===== src/tbp_pkg.sv =====
package tbp_pkg;

    localparam int          PINS      = 3;
    localparam int          ADDR_W    = 20;
    localparam int          SYNC_W    = 4;

    // Register indices; the byte address is four times the index
    localparam logic [15:0] DIR_IDX   = 16'hffc9;
    localparam logic [15:0] DATA_IDX  = 16'hffcb;
    localparam logic [19:0] DIR_ADDR  = {2'h0, DIR_IDX, 2'h0};
    localparam logic [19:0] DATA_ADDR = {2'h0, DATA_IDX, 2'h0};

    localparam logic [7:0]  DIR_RST   = 8'h80;
    localparam logic [7:0]  DATA_RST  = 8'h80;
    localparam logic [7:0]  DIR_RD    = 8'hff;
    localparam logic [7:0]  DATA_FIX  = 8'h80;
    localparam logic [7:0]  WCE_ALL   = 8'hff;
    localparam logic [3:0]  SYNC_RST  = 4'h7;

    localparam int          BACK_BIT  = 2;
    localparam int          REQ_BIT   = 1;
    localparam int          WAIT_BIT  = 0;

    typedef enum logic [1:0] {
        SEL_GPIO = 2'b00,
        SEL_BACK = 2'b01,
        SEL_REQ  = 2'b10,
        SEL_WAIT = 2'b11
    } tbp_func_t;

    typedef struct packed {
        logic [PINS-1:0] o;
        logic [PINS-1:0] oe;
    } tbp_pins_t;

    typedef struct packed {
        logic       wr;
        logic       rd_setup;
        logic       dir_hit;
        logic       data_hit;
        logic [7:0] wdata;
    } tbp_bus_t;

endpackage


===== src/tbp_sync.sv =====
`timescale 1ns/1ps
module tbp_sync #(
    parameter int               W   = 4,
    parameter logic [W-1:0]     RST = '0
) (
    input  wire logic           pclk,
    input  wire logic           presetn,
    input  wire logic [W-1:0]   d,
    output logic      [W-1:0]   q
);

    logic [W-1:0] meta_reg;

    for (genvar i = 0; i < W; i++) begin : g_bit
        always_ff @(posedge pclk or negedge presetn) begin
            if (!presetn) begin
                meta_reg[i] <= RST[i];
                q[i]        <= RST[i];
            end else begin
                meta_reg[i] <= d[i];
                q[i]        <= meta_reg[i];
            end
        end
    end

endmodule // tbp_sync


===== src/tbp_apb.sv =====
`timescale 1ns/1ps
module tbp_apb (
    input  wire logic                       psel,
    input  wire logic                       penable,
    input  wire logic                       pwrite,
    input  wire logic [tbp_pkg::ADDR_W-1:0] paddr,
    input  wire logic [31:0]                pwdata,
    output logic                            pready,
    output logic                            pslverr,
    output tbp_pkg::tbp_bus_t               bus
);

    logic hit_dir;
    logic hit_data;
    logic hit;

    assign hit_dir       = (paddr == tbp_pkg::DIR_ADDR);
    assign hit_data      = (paddr == tbp_pkg::DATA_ADDR);
    assign hit           = hit_dir | hit_data;

    // Zero wait states; read data is captured in the setup cycle
    assign pready        = 1'b1;
    assign pslverr       = psel & penable & ~hit;

    assign bus.wr        = psel & penable & pwrite & hit;
    assign bus.rd_setup  = psel & ~penable & ~pwrite;
    assign bus.dir_hit   = hit_dir;
    assign bus.data_hit  = hit_data;
    assign bus.wdata     = pwdata[7:0];

endmodule // tbp_apb


===== src/tbp_port.sv =====
`timescale 1ns/1ps
// Summary of operation
// - Direction bit 1 drives pin as output, 0 as input; bits 7-3 unused.
// - Direction register is write-only; reads always return all ones.
// - Direction register loads 0x80 on reset and hardware standby only.
// - In software standby, output pins keep driving their previous level.
// - Data register bits 2-0 are driven on pins set as general outputs.
// - Read of data register returns stored bit where direction is 1.
// - Where direction is 0, read returns pin level; bit 7 reads 1.
// - Data bits 6-3 are plain storage and never reach any pin.
// - Data bit 7 ignores writes and always reads 1.
// - Data register loads 0x80 on reset and hardware standby only.
// - Bus release enable turns pin 2 into acknowledge, pin 1 into request.
// - Pin 0 is general I/O only with all wait enables set and select 0.
module tbp_port (
    input  wire logic                       pclk,
    input  wire logic                       presetn,
    input  wire logic                       psel,
    input  wire logic                       penable,
    input  wire logic                       pwrite,
    input  wire logic [tbp_pkg::ADDR_W-1:0] paddr,
    input  wire logic [31:0]                pwdata,
    output logic      [31:0]                prdata,
    output logic                            pready,
    output logic                            pslverr,
    input  wire logic [tbp_pkg::PINS-1:0]   pin_i,
    output logic      [tbp_pkg::PINS-1:0]   pin_o,
    output logic      [tbp_pkg::PINS-1:0]   pin_oe,
    input  wire logic                       hw_standby,
    input  wire logic                       sw_standby,
    input  wire logic                       bus_release_enable,
    input  wire logic [7:0]                 wait_control_enable_bits,
    input  wire logic                       wait_mode_select_hi,
    input  wire logic                       bus_ack_n,
    output logic                            bus_request_in_n,
    output logic                            wait_in_n
);

    tbp_pkg::tbp_bus_t          bus;
    tbp_pkg::tbp_pins_t         pins_reg;
    tbp_pkg::tbp_pins_t         pins_next;
    tbp_pkg::tbp_func_t         func [tbp_pkg::PINS];

    logic [7:0]                 dir_reg;
    logic [7:0]                 data_reg;
    logic [7:0]                 rd_next;
    logic [7:0]                 prdata_reg;
    logic [tbp_pkg::SYNC_W-1:0] sync_q;
    logic [tbp_pkg::PINS-1:0]   pin_s;
    logic                       hw_stby_s;
    logic                       gpio0_ok;
    logic                       req_reg;
    logic                       wait_reg;

    tbp_apb u_apb (
        .psel    (psel),
        .penable (penable),
        .pwrite  (pwrite),
        .paddr   (paddr),
        .pwdata  (pwdata),
        .pready  (pready),
        .pslverr (pslverr),
        .bus     (bus)
    );

    // Pins and the standby pin come from outside the clock domain
    tbp_sync #(
        .W   (tbp_pkg::SYNC_W),
        .RST (tbp_pkg::SYNC_RST)
    ) u_sync (
        .pclk    (pclk),
        .presetn (presetn),
        .d       ({hw_standby, pin_i}),
        .q       (sync_q)
    );

    assign pin_s     = sync_q[tbp_pkg::PINS-1:0];
    assign hw_stby_s = sync_q[tbp_pkg::SYNC_W-1];

    always_ff @(posedge pclk or negedge presetn) begin
        if (!presetn) begin
            dir_reg <= tbp_pkg::DIR_RST;
        end else if (hw_stby_s) begin
            dir_reg <= tbp_pkg::DIR_RST;
        end else if (bus.wr && bus.dir_hit) begin
            dir_reg <= bus.wdata | tbp_pkg::DIR_RST;
        end
    end

    always_ff @(posedge pclk or negedge presetn) begin
        if (!presetn) begin
            data_reg <= tbp_pkg::DATA_RST;
        end else if (hw_stby_s) begin
            data_reg <= tbp_pkg::DATA_RST;
        end else if (bus.wr && bus.data_hit) begin
            data_reg <= bus.wdata | tbp_pkg::DATA_FIX;
        end
    end

    assign gpio0_ok = (wait_control_enable_bits == tbp_pkg::WCE_ALL)
                      && !wait_mode_select_hi;

    always_comb begin
        func[tbp_pkg::BACK_BIT] = bus_release_enable ? tbp_pkg::SEL_BACK
                                                     : tbp_pkg::SEL_GPIO;
        func[tbp_pkg::REQ_BIT]  = bus_release_enable ? tbp_pkg::SEL_REQ
                                                     : tbp_pkg::SEL_GPIO;
        func[tbp_pkg::WAIT_BIT] = gpio0_ok ? tbp_pkg::SEL_GPIO
                                           : tbp_pkg::SEL_WAIT;
    end

    always_comb begin
        pins_next = '0;
        for (int i = 0; i < tbp_pkg::PINS; i++) begin
            unique case (func[i])
                tbp_pkg::SEL_GPIO: begin
                    pins_next.o[i]  = data_reg[i];
                    pins_next.oe[i] = dir_reg[i];
                end
                tbp_pkg::SEL_BACK: begin
                    pins_next.o[i]  = bus_ack_n;
                    pins_next.oe[i] = 1'b1;
                end
                tbp_pkg::SEL_REQ,
                tbp_pkg::SEL_WAIT: begin
                    pins_next.o[i]  = 1'b0;
                    pins_next.oe[i] = 1'b0;
                end
            endcase
        end
    end

    always_ff @(posedge pclk or negedge presetn) begin
        if (!presetn) begin
            pins_reg <= '0;
        end else if (hw_stby_s) begin
            pins_reg <= '0;
        end else if (!sw_standby) begin
            pins_reg <= pins_next;
        end
    end

    assign pin_o  = pins_reg.o;
    assign pin_oe = pins_reg.oe;

    // Inactive high when the pin is not in its bus-control role
    always_ff @(posedge pclk or negedge presetn) begin
        if (!presetn) begin
            req_reg <= 1'b1;
        end else if (func[tbp_pkg::REQ_BIT] == tbp_pkg::SEL_REQ) begin
            req_reg <= pin_s[tbp_pkg::REQ_BIT];
        end else begin
            req_reg <= 1'b1;
        end
    end

    always_ff @(posedge pclk or negedge presetn) begin
        if (!presetn) begin
            wait_reg <= 1'b1;
        end else if (func[tbp_pkg::WAIT_BIT] == tbp_pkg::SEL_WAIT) begin
            wait_reg <= pin_s[tbp_pkg::WAIT_BIT];
        end else begin
            wait_reg <= 1'b1;
        end
    end

    assign bus_request_in_n = req_reg;
    assign wait_in_n        = wait_reg;

    always_comb begin
        rd_next      = data_reg;
        rd_next[7]   = 1'b1;
        for (int i = 0; i < tbp_pkg::PINS; i++) begin
            rd_next[i] = dir_reg[i] ? data_reg[i] : pin_s[i];
        end
    end

    // direction reads ones
    // Captured in setup so prdata comes from a flop with no wait state
    always_ff @(posedge pclk or negedge presetn) begin
        if (!presetn) begin
            prdata_reg <= '0;
        end else if (bus.rd_setup) begin
            if (bus.dir_hit) begin
                prdata_reg <= tbp_pkg::DIR_RD;
            end else if (bus.data_hit) begin
                prdata_reg <= rd_next;
            end else begin
                prdata_reg <= '0;
            end
        end
    end

    assign prdata = {24'h0, prdata_reg};
endmodule // tbp_port


===== config.mk =====
export PLATFORM = sky130hd
export DESIGN_NAME = tbp_port
export DESIGN_NICKNAME = d
export VERILOG_FILES = /design/src/tbp_pkg.sv /design/src/tbp_sync.sv /design/src/tbp_apb.sv /design/src/tbp_port.sv
export SDC_FILE = /design/constraint.sdc
export NUM_CORES = 1
export LEC_CHECK = 0
export BUFFER_PORTS_ARGS = -buffer_cell sky130_fd_sc_hd__clkbuf_2
export CAP_MARGIN = 20
export CORE_MARGIN = 2
export CORE_UTILIZATION = 45
export DETAILED_ROUTE_END_ITERATION = 10
export PLACE_DENSITY_LB_ADDON = 0.1
export SLEW_MARGIN = 20
export SYNTH_ARGS = -nofsm -noshare
export SYNTH_HDL_FRONTEND = slang
export SYNTH_SLANG_ARGS = --single-unit
export TNS_END_PERCENT = 100

===== constraint.sdc =====
create_clock -name pclk -period 3.2 [get_ports pclk]
set_clock_uncertainty 0.1 [all_clocks]
set_input_delay 0.16 -clock pclk [delete_from_list [all_inputs] [get_ports pclk]]
set_output_delay 0.16 -clock pclk [all_outputs]
set_load 0.005 [all_outputs]

==> key figures, run 1 <==
Status
  – Outcome: complete, no violations

CTS
  – Clock root buffer: clkbuf_8
  – Clk sinks: 34
  – H-tree levels: 2
  – Postcts setup bufs: 0
  – Worst-path clk slew: ~0.06 ns
  – Clock buffer depth: 2
  – CTS Buf Count: 5
  – CTS tree: done
  – Worst skew pair latency: ~0.28 ns

STA
  – Setup_tns: 0 ns
  – Fin crit share: 0.641
  – Pins Over Slew Limit: 0
  – Worst setup margin: about 1.1 ns
  – Fmax: roughly 500 MHz
  – Final number of setup-violating endpoints: 0
  – Worst Tran Pin Value: around 0.8 ns
  – Final hold violation count: 0
  – Final Critical Period: between 2 and 2.5 ns
  – RSZ-0062 raised after global routing: no
  – Slew HR: 0.470

Synth
  – Ys flop type: dfrtp_1
  – Yosys warning count: 0
  – Mean Syn Cell Area: around 9.9 um2
  – Dominant cells by area after synthesis: dfrtp_1 (38%), dfstp_2 (12%), buf_4 (12%)
  – Top-count cell post-synth: buf_4
  – Netlist Area Pre-Place: between 0.0015 and 0.002 mm2
  – FF+latch count, synth: 34
  – Async SR Flop Fraction: 1.00
  – Post-synth top cells: buf_4 (27), dfrtp_1 (26), a21oi_1 (16), nand2_1 (15), o21ai_1 (14)
  – Number of flops mapped to enable cells by yosys: 0
  – Leading area contributor after synthesis: dfrtp_1
  – Share of the synthesized area in the top cell type: 0.381
  – Post-Synthesis Cells: ~170
  – Sequential element share of the synthesized area: 0.504
  – Distinct cells, synth: 30

Global routing
  – Gr ovfl total: 0
  – Pin count of the biggest net entering global routing: 35
  – Initial antenna violation count: 0
  – Global-route wire length before repair: 5500 um
  – Number of global-route vias before repair: around 1300
  – Global-route usage over all layers: 0.168

Cells and area
  – # diodes: 0
  – Max FFs per register: 8
  – Synthesis-to-finish area growth: 22.2%
  – Number of fill cells in the layout: roughly 330
  – Final #Nets: 310
  – Fraction of final layout cells sized beyond drive strength 1: 0.349
  – Post-Layout Cell Count: between 200 and 300

Worst setup path
  – CP Buf/Inv Count: 3
  – Worst setup SP type: input port
  – Crit path top cell by count: clkbuf_2
  – Required @ worst endpoint: around 3 ns
  – R2r startpoint: u_sync.q[0]
  – Crit-path leading delay family: simple AND/OR/NAND/NOR gates
  – R2r setup slk: about 2.1 ns
  – Cells on worst reg2reg path: 4
  – CP arrival: roughly 1.8 ns
  – CP peak stage delay: between 0.5 and 0.6 ns
  – R2r endpoint: prdata_reg[0]
  – Slowest cell on crit path: or4b_4
  – Worst setup EP type: output port
  – Crit path max fanout: 14
  – Critical Path, Cell by Cell: clkbuf_2, or4b_4, nor4_4, buf_4, nand2_1, and3_1, clkbuf_2
  – Critical path type: input port to output port

Pwr
  – Tot Pwr: 0.838 mW
  – Design internal power: 0.650 mW
  – PwrDens: approximately 400 mW/mm2
  – Clock share of power: 0.376
  – Sequential power share: 0.533
  – Comb pwr share: 0.091
  – Maximum VDD drop: roughly 0.32 mV
  – Leak pwr: just over 1 nW
  – Sw frac: 0.224
  – P_sw: between 0.15 and 0.2 mW

Floorplanning
  – Die area: approximately 0.0043 mm2
  – Row count: 22
  – Die W: approximately 66 um
  – Number of I/O pins: around 120
  – Core area: between 0.003 and 0.004 mm2
  – Initial Util: 0.467
  – Die Y-Extent: 65.6 um

Place
  – GPL Wtd Cong: between 0.8 and 0.9
  – Hpwl dp: 2560 um
  – Port Buffers: 64
  – Dpl cells: approximately 270
  – Pre-CTS setup slack: 1.15 ns

Detailed routing
  – Routed via count: approximately 1400
  – ANT nets after route: 0
  – WL final: approximately 3400 um
  – Initial DRC count: 39
  – Per-cell routed wire length: around 12 um
  – DR DRC count: 0
  – Vias per cell: approximately 4.8
  – Pre-antenna DRT Iters: 4

Worst hold path
  – Min-delay src: pwdata[6]
  – Hold Crit Depth: 3
  – Endpoint, Worst Hold: data_reg[6]
  – Hold Crit Class: input port to flop

Job
  – Max cap viols: 0
[how the worst max path moves through the flow]
stage                         from           to  slack, ns  cells after the start
after floorplan           paddr[6]  data_reg[0]       1.40                      5
after global placement    paddr[6]      pslverr       1.16                      7
after detailed placement  paddr[6]      pslverr       1.15                      7
after CTS                 paddr[6]      pslverr       1.15                      7
after global routing      paddr[6]      pslverr       1.01                      7
final                     paddr[6]      pslverr       1.15                      7
[layer usage]
metal  part of all wire  GRT usage
met2               0.52      0.271
met4             0.0073     0.0703
met5                  0          0
met3              0.071     0.0479
met1               0.41      0.211
[metrics by stage]
step	cell area, um2	hold WS [ns]	util
finish	2090	0.0146	0.570
global route	2090	0.0206	0.570
CTS	2090	0.0163	0.570
detailed placement	1940	0.149	0.529
global placement	1940	0.148	0.529
floorplan	1800	-0.236	-
[worst reg2reg max path, cell delays in order (launching register included)]
cell and delay (ns):
dfstp_2 0.53, mux2i_1 0.07, nand2_1 0.08, nand3_1 0.09, o21ai_1 0.15
[layout by cell type (no fill, tap or decap)]
| master | instances |
|---|---|
| nand4_1 | 11 |
| or3b_1 | 1 |
| nor3b_1 | 2 |
| or4_4 | 1 |
| nand2_1 | 15 |
| nor2b_1 | 5 |
| nand4bb_1 | 1 |
| nand2b_1 | 1 |
| dfstp_2 | 8 |
| or4b_4 | 1 |
| or2_1 | 1 |
| and3_1 | 2 |
| o21ai_1 | 14 |
| mux2i_1 | 4 |
| nor2_1 | 7 |
| dfrtp_1 | 26 |
| and4b_1 | 1 |
| nand4b_1 | 1 |
| clkbuf_2 | 64 |
| nand3b_1 | 4 |
| clkinv_2 | 1 |
| clkbuf_8 | 6 |
| a21oi_1 | 16 |
| buf_4 | 1 |
| o31ai_1 | 4 |
| and2_0 | 1 |
| nand3_1 | 5 |
| nor3_1 | 1 |
| dlygate4sd3_1 | 6 |
| conb_1 | 25 |
| clkbuf_1 | 1 |
| nor4_4 | 1 |
[kinds of logic (layout without fill, tap and decap cells)]
| group | count (synthesis) | count (layout) | synth area share |
|---|---|---|---|
| and+or+nand+nor | 62 | 62 | 0.219 |
| buffers and inverters | 36 | 79 | 0.144 |
| AOI/OAI and AO/OA | 34 | 34 | 0.105 |
| DFF | 34 | 34 | 0.504 |
| muxes | 4 | 4 | 0.0234 |
| other | 2 | 25 | 0.00439 |
[layout make-up]
cell class                 count  area, um2  share of cell area
tap                           48       60.1              0.0288
multi-input combinational    125        688               0.330
clock inverter                 1       5.00             0.00240
sequential                    34        861               0.412
clock buffer                   7       86.3              0.0413
timing repair buffer          71        388               0.186
[timing repair]
item                                   in CTS  in global routing
endpoints found under the hold margin      31                  0
gates resized for setup                     0                  0
hold buffers                                6                  0
[power by group through the flow]
| stage | sequential, mW | clock, mW | combinational [mW] |
|---|---|---|---|
| global route | 0.448 | 0.347 | 0.0868 |
| floorplan | 0.451 | 0 | 0.0527 |
| detailed placement | 0.454 | 0 | 0.0708 |
| global placement | 0.454 | 0 | 0.0690 |
| finish | 0.447 | 0.315 | 0.0760 |
| CTS | 0.447 | 0.325 | 0.0768 |
No activity file was read; power rests on OpenSTA's default activity.
==> inputs of run 2 (changes only) <==
Settings changed: ABC_AREA set to 1, CORE_UTILIZATION 45 to 38.
Clock period 3.2 ns to 1.7 ns, I/O delays scaled along.
==> run 2 against run 1 <==
Against the previous run: setup slack lost 0.70 ns; highest routed layer unchanged; critical path depth fell by 3; count of clock-buffer cells in the layout is 1 higher; register-to-register slack worse by 1.7 ns; cell count rose by 28%; routed wire length up 8.7%; non-clock buffer count up 9; sequential power rose by 87%; die area rose by 25%.
==> key figures, run 2 <==
Worst setup path
  – CP arrival: around 1.4 ns
  – R2r startpoint: u_sync.q[3]
  – Crit path capture: data_reg[5]
  – Worst setup SP type: flop
  – Required @ worst endpoint: ~1.8 ns
  – R2r setup slk: approximately 0.45 ns
  – Cells on worst reg2reg path: 4
  – Worst setup EP type: flop
  – Crit path max fanout: 14
  – Critical path startpoint: u_sync.q[3]
  – R2r endpoint: data_reg[5]
  – Critical path type: flop to flop

Synth
  – Yosys warning count: 0
  – Post-Synthesis Cells: between 200 and 250
  – Distinct cells, synth: 25
  – Leading area contributor after synthesis: dfrtp_1
  – Number of flops mapped to enable cells by yosys: 0
  – FF+latch count, synth: 34
  – Top-count cell post-synth: nand2_1
  – Dominant cells by area after synthesis: dfrtp_1 (35%), nand2_1 (14%), dfstp_2 (11%)
  – Post-synth top cells: nand2_1 (66), nand3_1 (29), dfrtp_1 (26), buf_4 (25), inv_1 (25)
  – Netlist Area Pre-Place: roughly 0.0018 mm2
  – Async SR Flop Fraction: 1.00
  – Sequential element share of the synthesized area: 0.470
  – Mean Syn Cell Area: just over 8 um2
  – Share of the synthesized area in the top cell type: 0.355
  – Ys flop type: dfrtp_1

STA
  – Final hold violation count: 0
  – Pins Over Slew Limit: 0
  – Fin crit share: 0.738
  – Final Critical Period: around 1.3 ns
  – Final number of setup-violating endpoints: 0
  – RSZ-0062 raised after global routing: no
  – Setup_tns: 0 ns
  – Fmax: about 800 MHz

Detailed routing
  – Pre-antenna DRT Iters: 4
  – Vias per cell: roughly 4.3
  – Initial DRC count: 38
  – Routed via count: between 1500 and 2000
  – Per-cell routed wire length: a little over 10 um
  – WL final: approximately 3700 um
  – DR DRC count: 0
  – ANT nets after route: 0

Place
  – Port Buffers: 64
  – Area after DPL: between 0.002 and 0.0025 mm2
  – Hpwl dp: 2820 um
  – GPL Wtd Cong: between 0.7 and 0.8

Pwr
  – Maximum VDD drop: 0.450 mV
  – PwrDens: between 600 and 700 mW/mm2
  – Leak pwr: 1.36 nW

Global routing
  – Initial antenna violation count: 0
  – Number of global-route vias before repair: between 1000 and 1500
  – Global-route usage over all layers: 0.151
  – Gr ovfl total: 0
  – Global-route wire length before repair: between 6000 and 7000 um
  – Pin count of the biggest net entering global routing: 35

CTS
  – Postcts setup bufs: 0
  – CTS Buf Count: 5
  – Clock buffer depth: 2
  – Clock root buffer: clkbuf_8
  – H-tree levels: 2
  – Worst skew pair latency: between 0.2 and 0.3 ns
  – Clk sinks: 34
  – CTS tree: done
  – Worst-path clk slew: roughly 0.070 ns

Cells and area
  – Synthesis-to-finish area growth: 27.9%
  – Max FFs per register: 8
  – Fraction of final layout cells sized beyond drive strength 1: 0.289
  – # diodes: 0
  – Commonest non-fill, non-tap cell in the layout: nand2_1
  – Design area: approximately 0.0023 mm2
  – Most frequent cells in the layout: nand2_1 (66), clkbuf_2 (64), nand3_1 (29)
  – Number of fill cells in the layout: between 400 and 500
  – Final #Nets: about 380

Floorplanning
  – Row count: 25
  – Die Y-Extent: 73.5 um
  – Die area: about 0.0054 mm2
  – Core area: roughly 0.0047 mm2
  – Number of I/O pins: 115
  – Initial Util: 0.391
  – Die W: about 73 um

Worst hold path
  – Hold Crit Class: input port to flop
  – Min-delay src: sw_standby

Status
  – Outcome: complete, no violations

Job
  – Max cap viols: 0
run 2: cell types whose count changed after synthesis, sizes merged, moves of 2 or more:
cell	before	now
buf	30	27
nand2	15	67
nand3	5	31
clkbuf	6	0
nor2	7	20
nand3b	4	0
a21oi	16	1
inv	0	26
nor2b	5	0
nand4	11	8
o31ai	4	0
nor3	1	3
nor3b	2	0
o21ai	14	2
run 2: area by class of cell:
cell class / count / area [um2] / area share
Sequential cell: 34 / 861 / 0.367
Inverter: 27 / 101 / 0.0432
Multi-Input combinational cell: 162 / 759 / 0.324
Clock buffer: 8 / 80.1 / 0.0342
Timing Repair Buffer: 80 / 475 / 0.203
Tap cell: 54 / 67.6 / 0.0288
run 2: worst min path at each step:
stage	depth (start not counted)	slack [ns]	end
after floorplan	0	-0.31	data_reg[0]
after global placement	2	0.04	prdata_reg[4]
after detailed placement	2	0.04	prdata_reg[4]
after CTS	3	0.02	pin_o[1]
after global routing	3	0.04	pin_o[1]
final	3	0.03	pin_o[1]
run 2: repair_timing:
item | 4_1_cts | 5_1_grt
gates resized for setup | 0 | 0
hold endpoints to repair | 39 | 0
hold buffers | 14 | 0
run 2: cells by family (layout without fill, tap and decap cells):
group | after synthesis | in the layout | synth area share
AND/OR/NAND/NOR | 131 | 131 | 0.339
buffers and inverters | 54 | 115 | 0.163
flip-flops | 34 | 34 | 0.470
AO/OA/AOI/OAI | 3 | 3 | 0.00819
multiplexers | 3 | 3 | 0.0164
other | 2 | 25 | 0.00410
run 2: where the power goes:
| part | internal [mW] | total [mW] | switching, mW |
|---|---|---|---|
| logic | 0.0849 | 0.187 | 0.102 |
| clock network | 0.291 | 0.563 | 0.272 |
| registers | 0.831 | 0.837 | 0.00564 |
| total | 1.21 | 1.59 | 0.380 |
run 2: metal layers:
metal / share of wire / global-route usage
met1: 0.46 / 0.186
met2: 0.48 / 0.249
met3: 0.043 / 0.0370
met4: 0.013 / 0.0646
met5: 0 / 0
run 2: stage by stage:
step / hold slack (ns) / instances / power [mW] / setup WS (ns) / utilization
finish: 0.0289 / 365 / 1.59 / 0.446 / 0.500
global route: 0.0441 / 365 / 1.67 / 0.326 / 0.500
CTS: 0.0233 / 365 / 1.61 / 0.436 / 0.500
detailed placement: 0.0399 / 343 / 1.01 / 0.451 / 0.453
global placement: 0.0389 / 343 / 1.01 / 0.458 / 0.453
floorplan: -0.311 / 250 / 0.957 / 0.696 / -
run 2: critical path, stage by stage, from the launching register on:
cell and delay, ns:
dfrtp_1 0.41, inv_1 0.24, buf_4 0.25, nand4_1 0.12, nand2_1 0.08
